**src/core/adc_cfg.svh**
```systemverilog
// timing, reset and coding constants for the converter control port
`ifndef ADC_CFG_SVH
`define ADC_CFG_SVH

// system clock period
`define CLK_PERIOD_NS 50
// least acquisition time after each conversion
`define ACQ_TIME_NS 1000
// internal conversion time
`define CONV_TIME_NS 8000
// both are least times, so round up to whole cycles
`define ACQ_CYCLES ((`ACQ_TIME_NS + `CLK_PERIOD_NS - 1) / `CLK_PERIOD_NS)
`define CONV_CYCLES ((`CONV_TIME_NS + `CLK_PERIOD_NS - 1) / `CLK_PERIOD_NS)
// half period of the internally made serial clock, in cycles
`define SCLK_HALF_CYCLES 2
// result width and top bit
`define RESULT_BITS 16
`define RESULT_MSB 15
// xor mask turning straight binary into two's complement
`define MIDSCALE_FLIP 16'h8000
// pin synchroniser reset: active-low pins idle high
`define PIN_RESET 9'h007

`endif

```
**src/core/adc_pkg.sv**
```systemverilog
// shared types of the converter control port
package adc_pkg;
	// conversion result word
	typedef logic [15:0] word_t;
	// phase timer
	typedef logic [7:0] count_t;
	// serial bit counter, 0 to 16
	typedef logic [4:0] bitcnt_t;
	// control phases, gray coded along acquire, wait, convert
	typedef enum logic [1:0] {
		ACQ_ST = 2'b00,
		WAIT_ST = 2'b01,
		CONV_ST = 2'b11,
		PWRDN_ST = 2'b10
	} conv_state_e;
endpackage

```
**src/core/shift_if.sv**
```systemverilog
// link between the control logic and the result shift register
`timescale 1ns/10ps
interface shift_if;
	logic load; // take a fresh result, drops any old one
	logic shift; // move one bit out
	adc_pkg::word_t load_data; // result to be shifted
	logic bit_out; // current serial bit
	adc_pkg::bitcnt_t bits_left; // bits not yet shifted
	logic mid_read; // read started but not finished
	modport ctrl(output load, shift, load_data,
		input bit_out, bits_left, mid_read);
	modport shft(input load, shift, load_data,
		output bit_out, bits_left, mid_read);
endinterface

```
**src/core/result_shifter.sv**
```systemverilog
// serial result shift register, msb first
`timescale 1ns/10ps
`include "adc_cfg.svh"
module result_shifter (
	// clock and reset
	input wire logic clk,
	input wire logic rstn,
	// control side
	shift_if.shft sh
);
	import adc_pkg::*;

	word_t sr_reg; // bits still to go, top bit on the pin
	bitcnt_t left_reg; // how many remain

	////////////////////////////////////////////////////////////////////
	// load beats shift so stale data never mixes with new
	always_ff @(posedge clk) begin
		if (!rstn) begin
			sr_reg <= '0;
			left_reg <= '0;
		end else if (sh.load) begin
			sr_reg <= sh.load_data;
			left_reg <= bitcnt_t'(`RESULT_BITS);
		end else if (sh.shift && left_reg != '0) begin
			sr_reg <= {sr_reg[`RESULT_MSB-1:0], 1'b0};
			left_reg <= left_reg - bitcnt_t'(1);
		end
	end

	assign sh.bit_out = sr_reg[`RESULT_MSB];
	assign sh.bits_left = left_reg;
	assign sh.mid_read = left_reg != '0 &&
		left_reg != bitcnt_t'(`RESULT_BITS);

	////////////////////////////////////////////////////////////////////
	// each shift brings the next lower bit to the pin
	property p_msb_first;
		@(posedge clk) disable iff (!rstn)
		(sh.shift && !sh.load && left_reg != '0) |=>
			sh.bit_out == $past(sr_reg[`RESULT_MSB-1]);
	endproperty
	a_msb_first: assert property (p_msb_first)
		else $error("serial bit order broken");
endmodule

```
**src/core/adc_control.sv**
```systemverilog
// conversion control and result read-out of the converter
`timescale 1ns/10ps
`include "adc_cfg.svh"
module adc_control (
	// clock and reset
	input wire logic clk,
	input wire logic rstn,
	// host pins, asynchronous to clk
	input wire logic convert_start_n,
	input wire logic cs_n,
	input wire logic rd_n,
	input wire logic reset,
	input wire logic power_down,
	input wire logic output_coding_select,
	input wire logic serial_parallel_select,
	input wire logic external_clock_select,
	input wire logic sclk_in,
	// comparator code from the analog core, same clock
	input wire adc_pkg::word_t sar_code,
	// converter status
	output logic busy,
	output logic sample_hold,
	output logic low_power,
	// parallel result bus
	output adc_pkg::word_t data_out,
	output logic data_oe,
	// serial port
	output logic serial_result_out,
	output logic serial_oe,
	output logic sclk_out,
	output logic sclk_oe,
	output logic sync_out,
	output logic incomplete_read_flag
);
	import adc_pkg::*;

	localparam int PIN_N = 9;
	localparam logic [PIN_N-1:0] PIN_RST = `PIN_RESET;
	localparam int CONV_LAST = `CONV_CYCLES - 1;
	localparam logic [1:0] HALF_LAST = 2'(`SCLK_HALF_CYCLES - 1);

	// straight binary when select is high, else two's complement
	function automatic word_t code_fmt(input word_t raw, input logic bin);
		code_fmt = bin ? raw : raw ^ `MIDSCALE_FLIP;
	endfunction

	////////////////////////////////////////////////////////////////////
	// pin synchronisers
	logic [PIN_N-1:0] pin_raw; // pins as they arrive
	logic [PIN_N-1:0] pin_meta; // first stage, read only by second
	logic [PIN_N-1:0] pin_sync; // safe to use
	assign pin_raw = {sclk_in, external_clock_select,
		serial_parallel_select, output_coding_select, power_down,
		reset, rd_n, cs_n, convert_start_n};

	genvar gi;
	generate
		for (gi = 0; gi < PIN_N; gi++) begin : g_sync
			// two flops per pin against metastability
			always_ff @(posedge clk) begin
				if (!rstn) begin
					pin_meta[gi] <= PIN_RST[gi];
					pin_sync[gi] <= PIN_RST[gi];
				end else begin
					pin_meta[gi] <= pin_raw[gi];
					pin_sync[gi] <= pin_meta[gi];
				end
			end
		end
	endgenerate

	logic cnv_n_s, cs_n_s, rd_n_s, abort_s, pd_s;
	logic coding_s, serial_s, ext_s, sclk_s;
	assign {sclk_s, ext_s, serial_s, coding_s, pd_s, abort_s, rd_n_s,
		cs_n_s, cnv_n_s} = pin_sync;

	////////////////////////////////////////////////////////////////////
	// edge detection on start and external serial clock
	logic cnv_prev_reg; // start level one cycle ago
	logic sclk_prev_reg; // serial clock level one cycle ago
	always_ff @(posedge clk) begin
		if (!rstn) begin
			cnv_prev_reg <= 1'b1;
			sclk_prev_reg <= 1'b0;
		end else begin
			cnv_prev_reg <= cnv_n_s;
			sclk_prev_reg <= sclk_s;
		end
	end
	logic cnv_fall, sclk_rise;
	assign cnv_fall = cnv_prev_reg && !cnv_n_s;
	assign sclk_rise = !sclk_prev_reg && sclk_s;

	////////////////////////////////////////////////////////////////////
	// conversion sequencer
	conv_state_e state_reg, state_next;
	count_t timer_reg; // cycles left in acquire or convert
	logic conv_done; // last cycle of a conversion
	assign conv_done = state_reg == CONV_ST && timer_reg == '0;

	// next phase; start edges only matter outside conversion
	always_comb begin
		state_next = state_reg;
		case (state_reg)
			ACQ_ST: begin
				if (timer_reg == '0) begin
					if (pd_s)
						state_next = PWRDN_ST;
					else if (!cnv_n_s)
						state_next = CONV_ST;
					else
						state_next = WAIT_ST;
				end
			end
			WAIT_ST: begin
				if (pd_s)
					state_next = PWRDN_ST;
				else if (cnv_fall)
					state_next = CONV_ST;
			end
			CONV_ST: begin
				// power down waits for the end; start edges ignored
				if (conv_done)
					state_next = ACQ_ST;
			end
			PWRDN_ST: begin
				if (!pd_s)
					state_next = ACQ_ST;
			end
			default: state_next = ACQ_ST;
		endcase
	end

	// phase register and internal timer; reset pin aborts at once
	always_ff @(posedge clk) begin
		if (!rstn || abort_s) begin
			state_reg <= ACQ_ST;
			timer_reg <= count_t'(`ACQ_CYCLES - 1);
		end else begin
			state_reg <= state_next;
			if (state_next == CONV_ST && state_reg != CONV_ST)
				timer_reg <= count_t'(`CONV_CYCLES - 1);
			else if (state_next == ACQ_ST && state_reg != ACQ_ST)
				timer_reg <= count_t'(`ACQ_CYCLES - 1);
			else if (timer_reg != '0)
				timer_reg <= timer_reg - count_t'(1);
		end
	end

	// status flops so the pins never glitch on state decode
	always_ff @(posedge clk) begin
		if (!rstn || abort_s) begin
			busy <= 1'b0;
			low_power <= 1'b0;
		end else begin
			busy <= state_next == CONV_ST;
			low_power <= state_next == PWRDN_ST;
		end
	end
	assign sample_hold = busy; // held for the whole conversion

	////////////////////////////////////////////////////////////////////
	// result latch and parallel bus
	always_ff @(posedge clk) begin
		if (!rstn)
			data_out <= '0;
		else if (conv_done && !abort_s)
			data_out <= code_fmt(sar_code, coding_s);
	end

	logic rd_en; // select and read both low
	assign rd_en = !cs_n_s && !rd_n_s;
	assign data_oe = rd_en && !serial_s;
	assign serial_oe = rd_en && serial_s;

	////////////////////////////////////////////////////////////////////
	// serial port: shift register and clocking
	shift_if sh ();
	result_shifter u_shifter (
		.clk(clk),
		.rstn(rstn),
		.sh(sh.shft)
	);

	logic int_active; // master mode read in progress
	logic [1:0] div_reg; // internal clock divider
	logic int_fall; // internal clock about to fall
	assign int_active = serial_s && !ext_s && rd_en && sh.bits_left != '0;
	assign int_fall = int_active && sclk_out && div_reg == HALF_LAST;

	// divider making the serial clock in master mode; idles low
	always_ff @(posedge clk) begin
		if (!rstn || !int_active) begin
			div_reg <= '0;
			sclk_out <= 1'b0;
		end else if (div_reg == HALF_LAST) begin
			div_reg <= '0;
			sclk_out <= !sclk_out;
		end else begin
			div_reg <= div_reg + 2'(1);
		end
	end
	assign sclk_oe = serial_s && !ext_s;

	// frame marker while master-mode data is valid
	always_ff @(posedge clk) begin
		if (!rstn)
			sync_out <= 1'b0;
		else
			sync_out <= int_active;
	end

	// external clock counts only while selected
	assign sh.load = conv_done && !abort_s;
	assign sh.load_data = code_fmt(sar_code, coding_s);
	assign sh.shift = (serial_s && ext_s && !cs_n_s && sclk_rise)
		|| int_fall;
	assign serial_result_out = sh.bit_out;

	// slave read caught mid-word by a new result: flag one cycle
	always_ff @(posedge clk) begin
		if (!rstn || abort_s)
			incomplete_read_flag <= 1'b0;
		else
			incomplete_read_flag <= sh.load && serial_s && ext_s &&
				sh.mid_read;
	end

	////////////////////////////////////////////////////////////////////
	// checks
	property p_busy_len;
		@(posedge clk) disable iff (!rstn || abort_s)
		$rose(busy) |-> ##CONV_LAST busy ##1 !busy;
	endproperty
	a_busy_len: assert property (p_busy_len)
		else $error("conversion length wrong");

	property p_busy_end;
		@(posedge clk) disable iff (!rstn)
		($fell(busy) && !$past(abort_s)) |-> $past(sh.load);
	endproperty
	a_busy_end: assert property (p_busy_end)
		else $error("busy fell without result latch");

	property p_bus_gate;
		@(posedge clk) disable iff (!rstn)
		(data_oe || serial_oe) |-> (!cs_n_s && !rd_n_s);
	endproperty
	a_bus_gate: assert property (p_bus_gate)
		else $error("output bus enabled without select and read");

	property p_clk_gate;
		@(posedge clk) disable iff (!rstn)
		(serial_s && ext_s && cs_n_s) |-> !sh.shift;
	endproperty
	a_clk_gate: assert property (p_clk_gate)
		else $error("external clock shifted while deselected");

	property p_abort;
		@(posedge clk) disable iff (!rstn)
		abort_s |=> (!busy && state_reg == ACQ_ST);
	endproperty
	a_abort: assert property (p_abort)
		else $error("reset did not abort");

	property p_pd_finish;
		@(posedge clk) disable iff (!rstn || abort_s)
		(busy && pd_s && timer_reg > 8'h01) |=> busy;
	endproperty
	a_pd_finish: assert property (p_pd_finish)
		else $error("power down cut a conversion short");

	property p_pd_block;
		@(posedge clk) disable iff (!rstn || abort_s)
		(state_reg == PWRDN_ST && pd_s) |=> (!busy && low_power);
	endproperty
	a_pd_block: assert property (p_pd_block)
		else $error("conversion started in power down");

	property p_wait_edge;
		@(posedge clk) disable iff (!rstn || abort_s)
		(state_reg == WAIT_ST) |=> (busy == $past(cnv_fall && !pd_s));
	endproperty
	a_wait_edge: assert property (p_wait_edge)
		else $error("start edge handling wrong");

	property p_level_start;
		@(posedge clk) disable iff (!rstn || abort_s)
		(state_reg == ACQ_ST && timer_reg == '0 && !cnv_n_s && !pd_s)
			|=> busy;
	endproperty
	a_level_start: assert property (p_level_start)
		else $error("held-low start did not convert");

	property p_coding;
		@(posedge clk) disable iff (!rstn || abort_s)
		conv_done |=> (data_out ^ $past(sar_code)) ==
			($past(coding_s) ? 16'h0000 : `MIDSCALE_FLIP);
	endproperty
	a_coding: assert property (p_coding)
		else $error("output coding wrong");

	property p_rd_flag;
		@(posedge clk) disable iff (!rstn || abort_s)
		(sh.load && serial_s && ext_s && sh.mid_read) |=>
			incomplete_read_flag ##1 !incomplete_read_flag;
	endproperty
	a_rd_flag: assert property (p_rd_flag)
		else $error("incomplete read not flagged");

	property p_no_restart;
		@(posedge clk) disable iff (!rstn || abort_s)
		(state_reg == CONV_ST && cnv_fall && timer_reg != '0) |=>
			(state_reg == CONV_ST && timer_reg == $past(timer_reg) - 8'h01);
	endproperty
	a_no_restart: assert property (p_no_restart)
		else $error("start edge disturbed a conversion");
endmodule

```
**config.mk**
```make
export PLATFORM = sky130hd
export DESIGN_NAME = adc_control
export DESIGN_NICKNAME = d
export VERILOG_FILES = /design/src/core/adc_pkg.sv /design/src/core/shift_if.sv /design/src/core/result_shifter.sv /design/src/core/adc_control.sv
export VERILOG_INCLUDE_DIRS = /design/src /design/src/core
export SDC_FILE = /design/constraint.sdc
export NUM_CORES = 1
export LEC_CHECK = 0
export BUFFER_PORTS_ARGS = -buffer_cell sky130_fd_sc_hd__buf_4
export CAP_MARGIN = 20
export CORE_MARGIN = 2
export CORE_UTILIZATION = 59
export CTS_BUF_LIST = sky130_fd_sc_hd__clkbuf_16
export CTS_CLUSTER_SIZE = 16
export DETAILED_ROUTE_END_ITERATION = 7
export PLACE_DENSITY_LB_ADDON = 0.12
export SYNTH_ARGS = -nofsm -noshare
export SYNTH_HDL_FRONTEND = slang
export SYNTH_SLANG_ARGS = --single-unit
```
**constraint.sdc**
```tcl
create_clock -name clk -period 3.7 [get_ports clk]
set_clock_uncertainty 0.15 [all_clocks]
set_input_delay 0.185 -clock clk [delete_from_list [all_inputs] [get_ports clk]]
set_output_delay 0.185 -clock clk [all_outputs]
set_load 0.05 [all_outputs]
```
After elaboration in Yosys (flattened, before gate mapping). Cells that the tools add are included.

Output and inout bits: 26. Input port bits: 27. Flip-flop bits (word level): 74.

Multiplexer cells: 16. Bitwise logic cells: 2. Add/subtract/negate cells: 3. Equality and inequality tests: 8. Reduce and logical (&&, ||, !) cells: 46.

Operators by type and width (count): $mux W16 (3); $mux W8 (3); $logic_and A1 B1 Y1 (22); $mux W2 (7); $logic_not A1 Y1 (10); $mux W5 (2); $eq A2 B2 Y1 const B (4); $logic_not A8 Y1 (1); $pmux W2 S4 (1); $reduce_bool A8 Y1 (1); $sub A8 B1 Y8 const B (1); $ne A5 B5 Y1 const B (1); $reduce_bool A5 Y1 (1); $sub A5 B1 Y5 const B (1); $eq A2 B1 Y1 const B (2); $logic_not A2 Y1 (2); $reduce_bool A2 Y1 (2); $reduce_or A2 Y1 (2); $logic_or A1 B1 Y1 (3); $reduce_bool A3 Y1 (1); $reduce_or A3 Y1 (1); $add A2 B1 Y2 const B (1); $ne A2 B2 Y1 const B (1); $not A1 Y1 (2).

Logic depth before layout (Yosys ltp).
Depth after elaboration: 10. Mapped depth: 9. Gate-level depth less buffers: 7.

Modules after synthesis. A second synthesis with hierarchy kept.

Cells, all modules: 319. Area, all modules: 3145.5 sq um.

By module, submodules not included: adc_control (instances 1, area an instance 2038.2 sq um, seq. area each 1061.0 sq um, cells an instance 198); result_shifter (instances 1, area an instance 1107.3 sq um, seq. area each 420.4 sq um, cells an instance 121).

Worst setup path before layout. OpenSTA, ideal clock, no wires.

Path type: flip-flop to flip-flop. Start point: reg timer_reg[0]. End point: reg data_out[15]. Stages on the path, launching flop included: 10. Arrival time: 1613 ps. Setup slack: 1819 ps. Data required time: 3432 ps. Cells stage by stage: dfxtp_1 -> inv_1 -> ha_1 -> nor3b_1 -> nand2_1 -> or3_1 -> buf_2 -> buf_2 -> nand2_1 -> a21boi_1.

Word-level cells in the longest chain between the ends: 3.

RTL lines: start: declaration (line adc_control.sv:97) `count_t timer_reg;`; start signal: assignment (line adc_control.sv:138) `` timer_reg <= count_t'(`ACQ_CYCLES - 1); ``; start signal: assignment (line adc_control.sv:142) `` timer_reg <= count_t'(`CONV_CYCLES - 1); ``; start signal: assignment (line adc_control.sv:144) `` timer_reg <= count_t'(`ACQ_CYCLES - 1); ``; $logic_not A8 Y1 (line adc_control.sv:99) `assign conv_done = state_reg == CONV_ST && timer_reg == '0;`; $logic_and A1 B1 Y1 (line adc_control.sv:99); $logic_and A1 B1 Y1 (line adc_control.sv:167) `else if (conv_done && !abort_s)`; end signal: assignment (line adc_control.sv:168) `data_out <= code_fmt(sar_code, coding_s);`; end: declaration (line adc_control.sv:25) `output adc_pkg::word_t data_out,`.

No other way between the ends. A chain may end at the register's enable or synchronous reset.

Final worst setup path.
Start point: reg timer_reg[0]. End point: reg u_shifter.sr_reg[0].

Word-level cells in the longest chain between the ends: 4. Elaborated cells on any way between the ends: 5. Those cells by class: mux (1); reduce/logical (4).

RTL lines: $logic_not A8 Y1 * (line adc_control.sv:99); $logic_and A1 B1 Y1 * (line adc_control.sv:99); $logic_and A1 B1 Y1 * (line adc_control.sv:214) `assign sh.load = conv_done && !abort_s;`; $mux W16 / $reduce_bool A2 Y1 (equally long branches); end signal: assignment (line result_shifter.sv:23) `sr_reg <= sh.load_data;`; end signal: assignment (line result_shifter.sv:26) `` sr_reg <= {sr_reg[`RESULT_MSB-1:0], 1'b0}; ``; end: declaration (line result_shifter.sv:13) `word_t sr_reg;`.

Mark *: on every way between the ends. The rest lies on a longest branch, timed or not.

==> reports/results.md <==
• finished clean — run status
• 57 — largest net degree at the start of global routing
• 684 ps — Least-Margin Pin Slew
• 52 — number of port buffers
• 16.0% — compound-cell area share of the yosys netlist
• 3750 ps — worst path required time
• 9 — TritonCTS buffer count
• flip-flop — Crit. End Element
• 23.5% — share of synthesized cell area in and, or, nand and nor gates
• 1.05% — fraction of synthesized area in multiplexers
• 0.00153 uW — Lkg Pwr
• 72.1% — Period Utilization, post-route
• 2 — Max Buffers Root-to-Sink
• 4 — drt pass-1 iters
• 18 — maximum net fanout on the critical path
• 74 — total of flip-flops plus latches after synthesis
• 4790 um2 — placeable core area
• 81.7% — final core area utilization
• 433 — number of nets in the layout
• 0 — count of warnings emitted by yosys
• 0 ps — Total Negative Setup Slacks
• 0 — count of nets left with antenna violations after detail routing
• primary input to flip-flop — HP Class
• flip-flop — CP startpoint kind
• 53 — number of I/O pins
• 464 nW/um2 — pwr/cell area
• 5640 um2 — overall die area
• built — clock tree from TritonCTS
• 10.6 mm — first-pass GRT wire length
• 0 — DRC violation count after routing
• 0 — number of max-cap violations
• 3 — number of levels the H-tree was split into
• no — unrepaired setup endpoints after global routing
• 2.94% — post-synthesis share of cell area spent on xor and xnor gates
• 9.00 um2 — Avg Cell Area, Syn
• 473 — fin cells
• 433 — number of cells in the design after placement
• 41 — count of cell types in the netlist
• 2492 — number of vias in the routed layout
• 2980 um2 — netlist area before placement
• 363 — nets in the synthesized netlist
• 74 x sky130_fd_sc_hd__dfxtp_1, 60 x sky130_fd_sc_hd__nand2_1, 53 x sky130_fd_sc_hd__buf_4 — most frequent cells in the layout
• 0 — final global-route overflow total
• 2720 ps — critical path arrival
• 31.2% — area overhead of the layout relative to synthesis
• 25 — Row Count
• 321 — Fill cells
• 0 — antenna violations before repair
• 5.27 — Vias/cell
• 62.3% — initial core utilization
• 74 — number of sinks on the clock net
• 14.0 um — Avg WL per Cell
• 330 ps — source-to-sink clock delay at the later pin of the worst-skew pair
• 54.4% — Max-Slew Margin vs Limit
• 2670 ps — fin crit period
• 19.2% — share of layout cells above drive strength 1
• 331 — synthesized netlist cell count
• 0 — number of setup violations in the final report
• 375 MHz — highest clock frequency the design can meet
• 25.3% — overall routing resource usage
• 49.7% — sequential element share of the synthesized area
• 60 ps — Clock transition at path regs
• 6.61 mm — overall routed net length
• 0 — # diodes
• 873 ps — DP Worst Slack
• 2.10% — arithmetic-cell share of the synthesized area counting full adders, half adders and majority gates
• 0 — pins over their slew limit
• 2334 — via count of the first global-routing pass
• 0.850 — RD Place Congestion
• 75.1 um — width of the chip
• 1030 ps — worst path setup slack after routing
• sky130_fd_sc_hd__dfxtp_1 — most common cell after layout, fill and taps aside
• 0.314 mV — worst supply voltage drop on vdd
• simple AND/OR/NAND/NOR gates — largest family of logic cells by synthesized area
• 3.95 mm — detailed-placement wirelength estimate
• 0 — Post-CTS Repair Setup Buffers
• flip-flop to flip-flop — critical path class
• 0 — Final Hold Viols
• sky130_fd_sc_hd__clkbuf_16 — root buffer cell
• 75.1 um — die span in y
• 139 — number of design-rule violations left by the first detailed-router iteration
• 1810 uW — sum of internal, switching and leakage power
==> metal layers <==
layer  routed length (um)  up-vias  global-route usage [%]
li1                     -     1249                       -
met1                 2900     1158                    32.0
met2                 3270       73                    40.4
met3                  321       12                    7.10
met4                  117        0                    10.7
met5                    0        -                       0
==> worst max-delay path, stage by stage, from the launching register on <==
cell	delay [ps]
sky130_fd_sc_hd__dfxtp_1	350
sky130_fd_sc_hd__inv_1	100
sky130_fd_sc_hd__ha_1	180
sky130_fd_sc_hd__nor3b_1	250
sky130_fd_sc_hd__nand2_1	310
sky130_fd_sc_hd__or3_1	710
sky130_fd_sc_hd__buf_8	280
sky130_fd_sc_hd__nand3_1	90
sky130_fd_sc_hd__a21boi_0	120
==> kinds of logic (layout without fill, tap and decap cells) <==
logic type,count (synthesis),count (layout)
AND/OR/NAND/NOR,133,133
multiplexers,3,3
flip-flops,74,74
buffers and inverters,27,102
AO/OA/AOI/OAI,79,79
XOR/XNOR,10,10
adder cells (fa/ha/maj),5,5
==> metrics by stage <==
step / instance area (um2) / hold slack [ps]
after floorplan: 2980 / 136
after global placement: 3350 / 218
after detailed placement: 3350 / 222
after CTS: 3890 / 27.1
after global routing: 3910 / 49.5
final: 3910 / 30.3
==> cell type report <==
class	count	area (um2)	area share (%)
Inverter	9	33.8	0.864
Clock buffer	9	225	5.76
Timing Repair Buffer	77	643	16.5
Multi-Input combinational cell	230	1360	34.7
Sequential cell	74	1480	37.9
Clock inverter	7	83.8	2.14
Tap cell	67	83.8	2.14
==> timing repair <==
action                                  in CTS  in global routing
resized for setup                            0                  0
endpoints found under the setup margin       0                  0
hold endpoints to repair                    33                  0
hold buffers                                23                  0
==> synthesized netlist by cell type, drive strengths merged <==
| master | instances | area share (%) |
|---|---|---|
| dfxtp | 74 | 50 |
| nand2 | 60 | 7.6 |
| a21oi | 35 | 5.9 |
| o21ai | 21 | 3.5 |
| a21boi | 18 | 4.5 |
| and2 | 15 | 3.1 |
| nor2 | 15 | 2.0 |
| buf | 11 | 2.7 |
| nand2b | 10 | 2.1 |
| inv | 9 | 1.1 |
| nor3 | 8 | 2.1 |
| clkbuf | 7 | 0.88 |
| nand3 | 7 | 1.2 |
| ha | 5 | 2.1 |
| xnor2 | 5 | 1.5 |
| xor2 | 5 | 1.5 |
| nor2b | 4 | 0.84 |
| nor3b | 3 | 0.76 |
| a2111oi | 2 | 0.80 |
| mux2i | 2 | 0.67 |
| nand3b | 2 | 0.50 |
| nor4 | 2 | 1.1 |
| a211oi | 1 | 0.42 |
| a32o | 1 | 0.38 |
| and3 | 1 | 0.21 |
| and4 | 1 | 0.29 |
| mux2 | 1 | 0.38 |
| nand4b | 1 | 0.29 |
| nor4b | 1 | 0.50 |
| nor4bb | 1 | 0.34 |
| o31ai | 1 | 0.42 |
| or3 | 1 | 0.21 |
| or4 | 1 | 0.38 |
==> where the power goes <==
| part | internal, uW | switching (uW) |
|---|---|---|
| logic | 55.1 | 40.4 |
| registers | 811 | 11.4 |
| clock network | 581 | 315 |
| total | 1450 | 367 |
==> worst paths after layout <==
check / from / endpoint / slack [ps] / cells after the start
worst min register to register: pin_meta[2] / rd_n_s / 260 / 1
worst max register to register: timer_reg[0] / u_shifter.sr_reg[0] / 1030 / 8
worst min-delay path: sar_code[0] / data_out[0] / 30 / 3
worst max-delay path: timer_reg[0] / u_shifter.sr_reg[0] / 1030 / 8
Power figures use the tool's default switching activity.
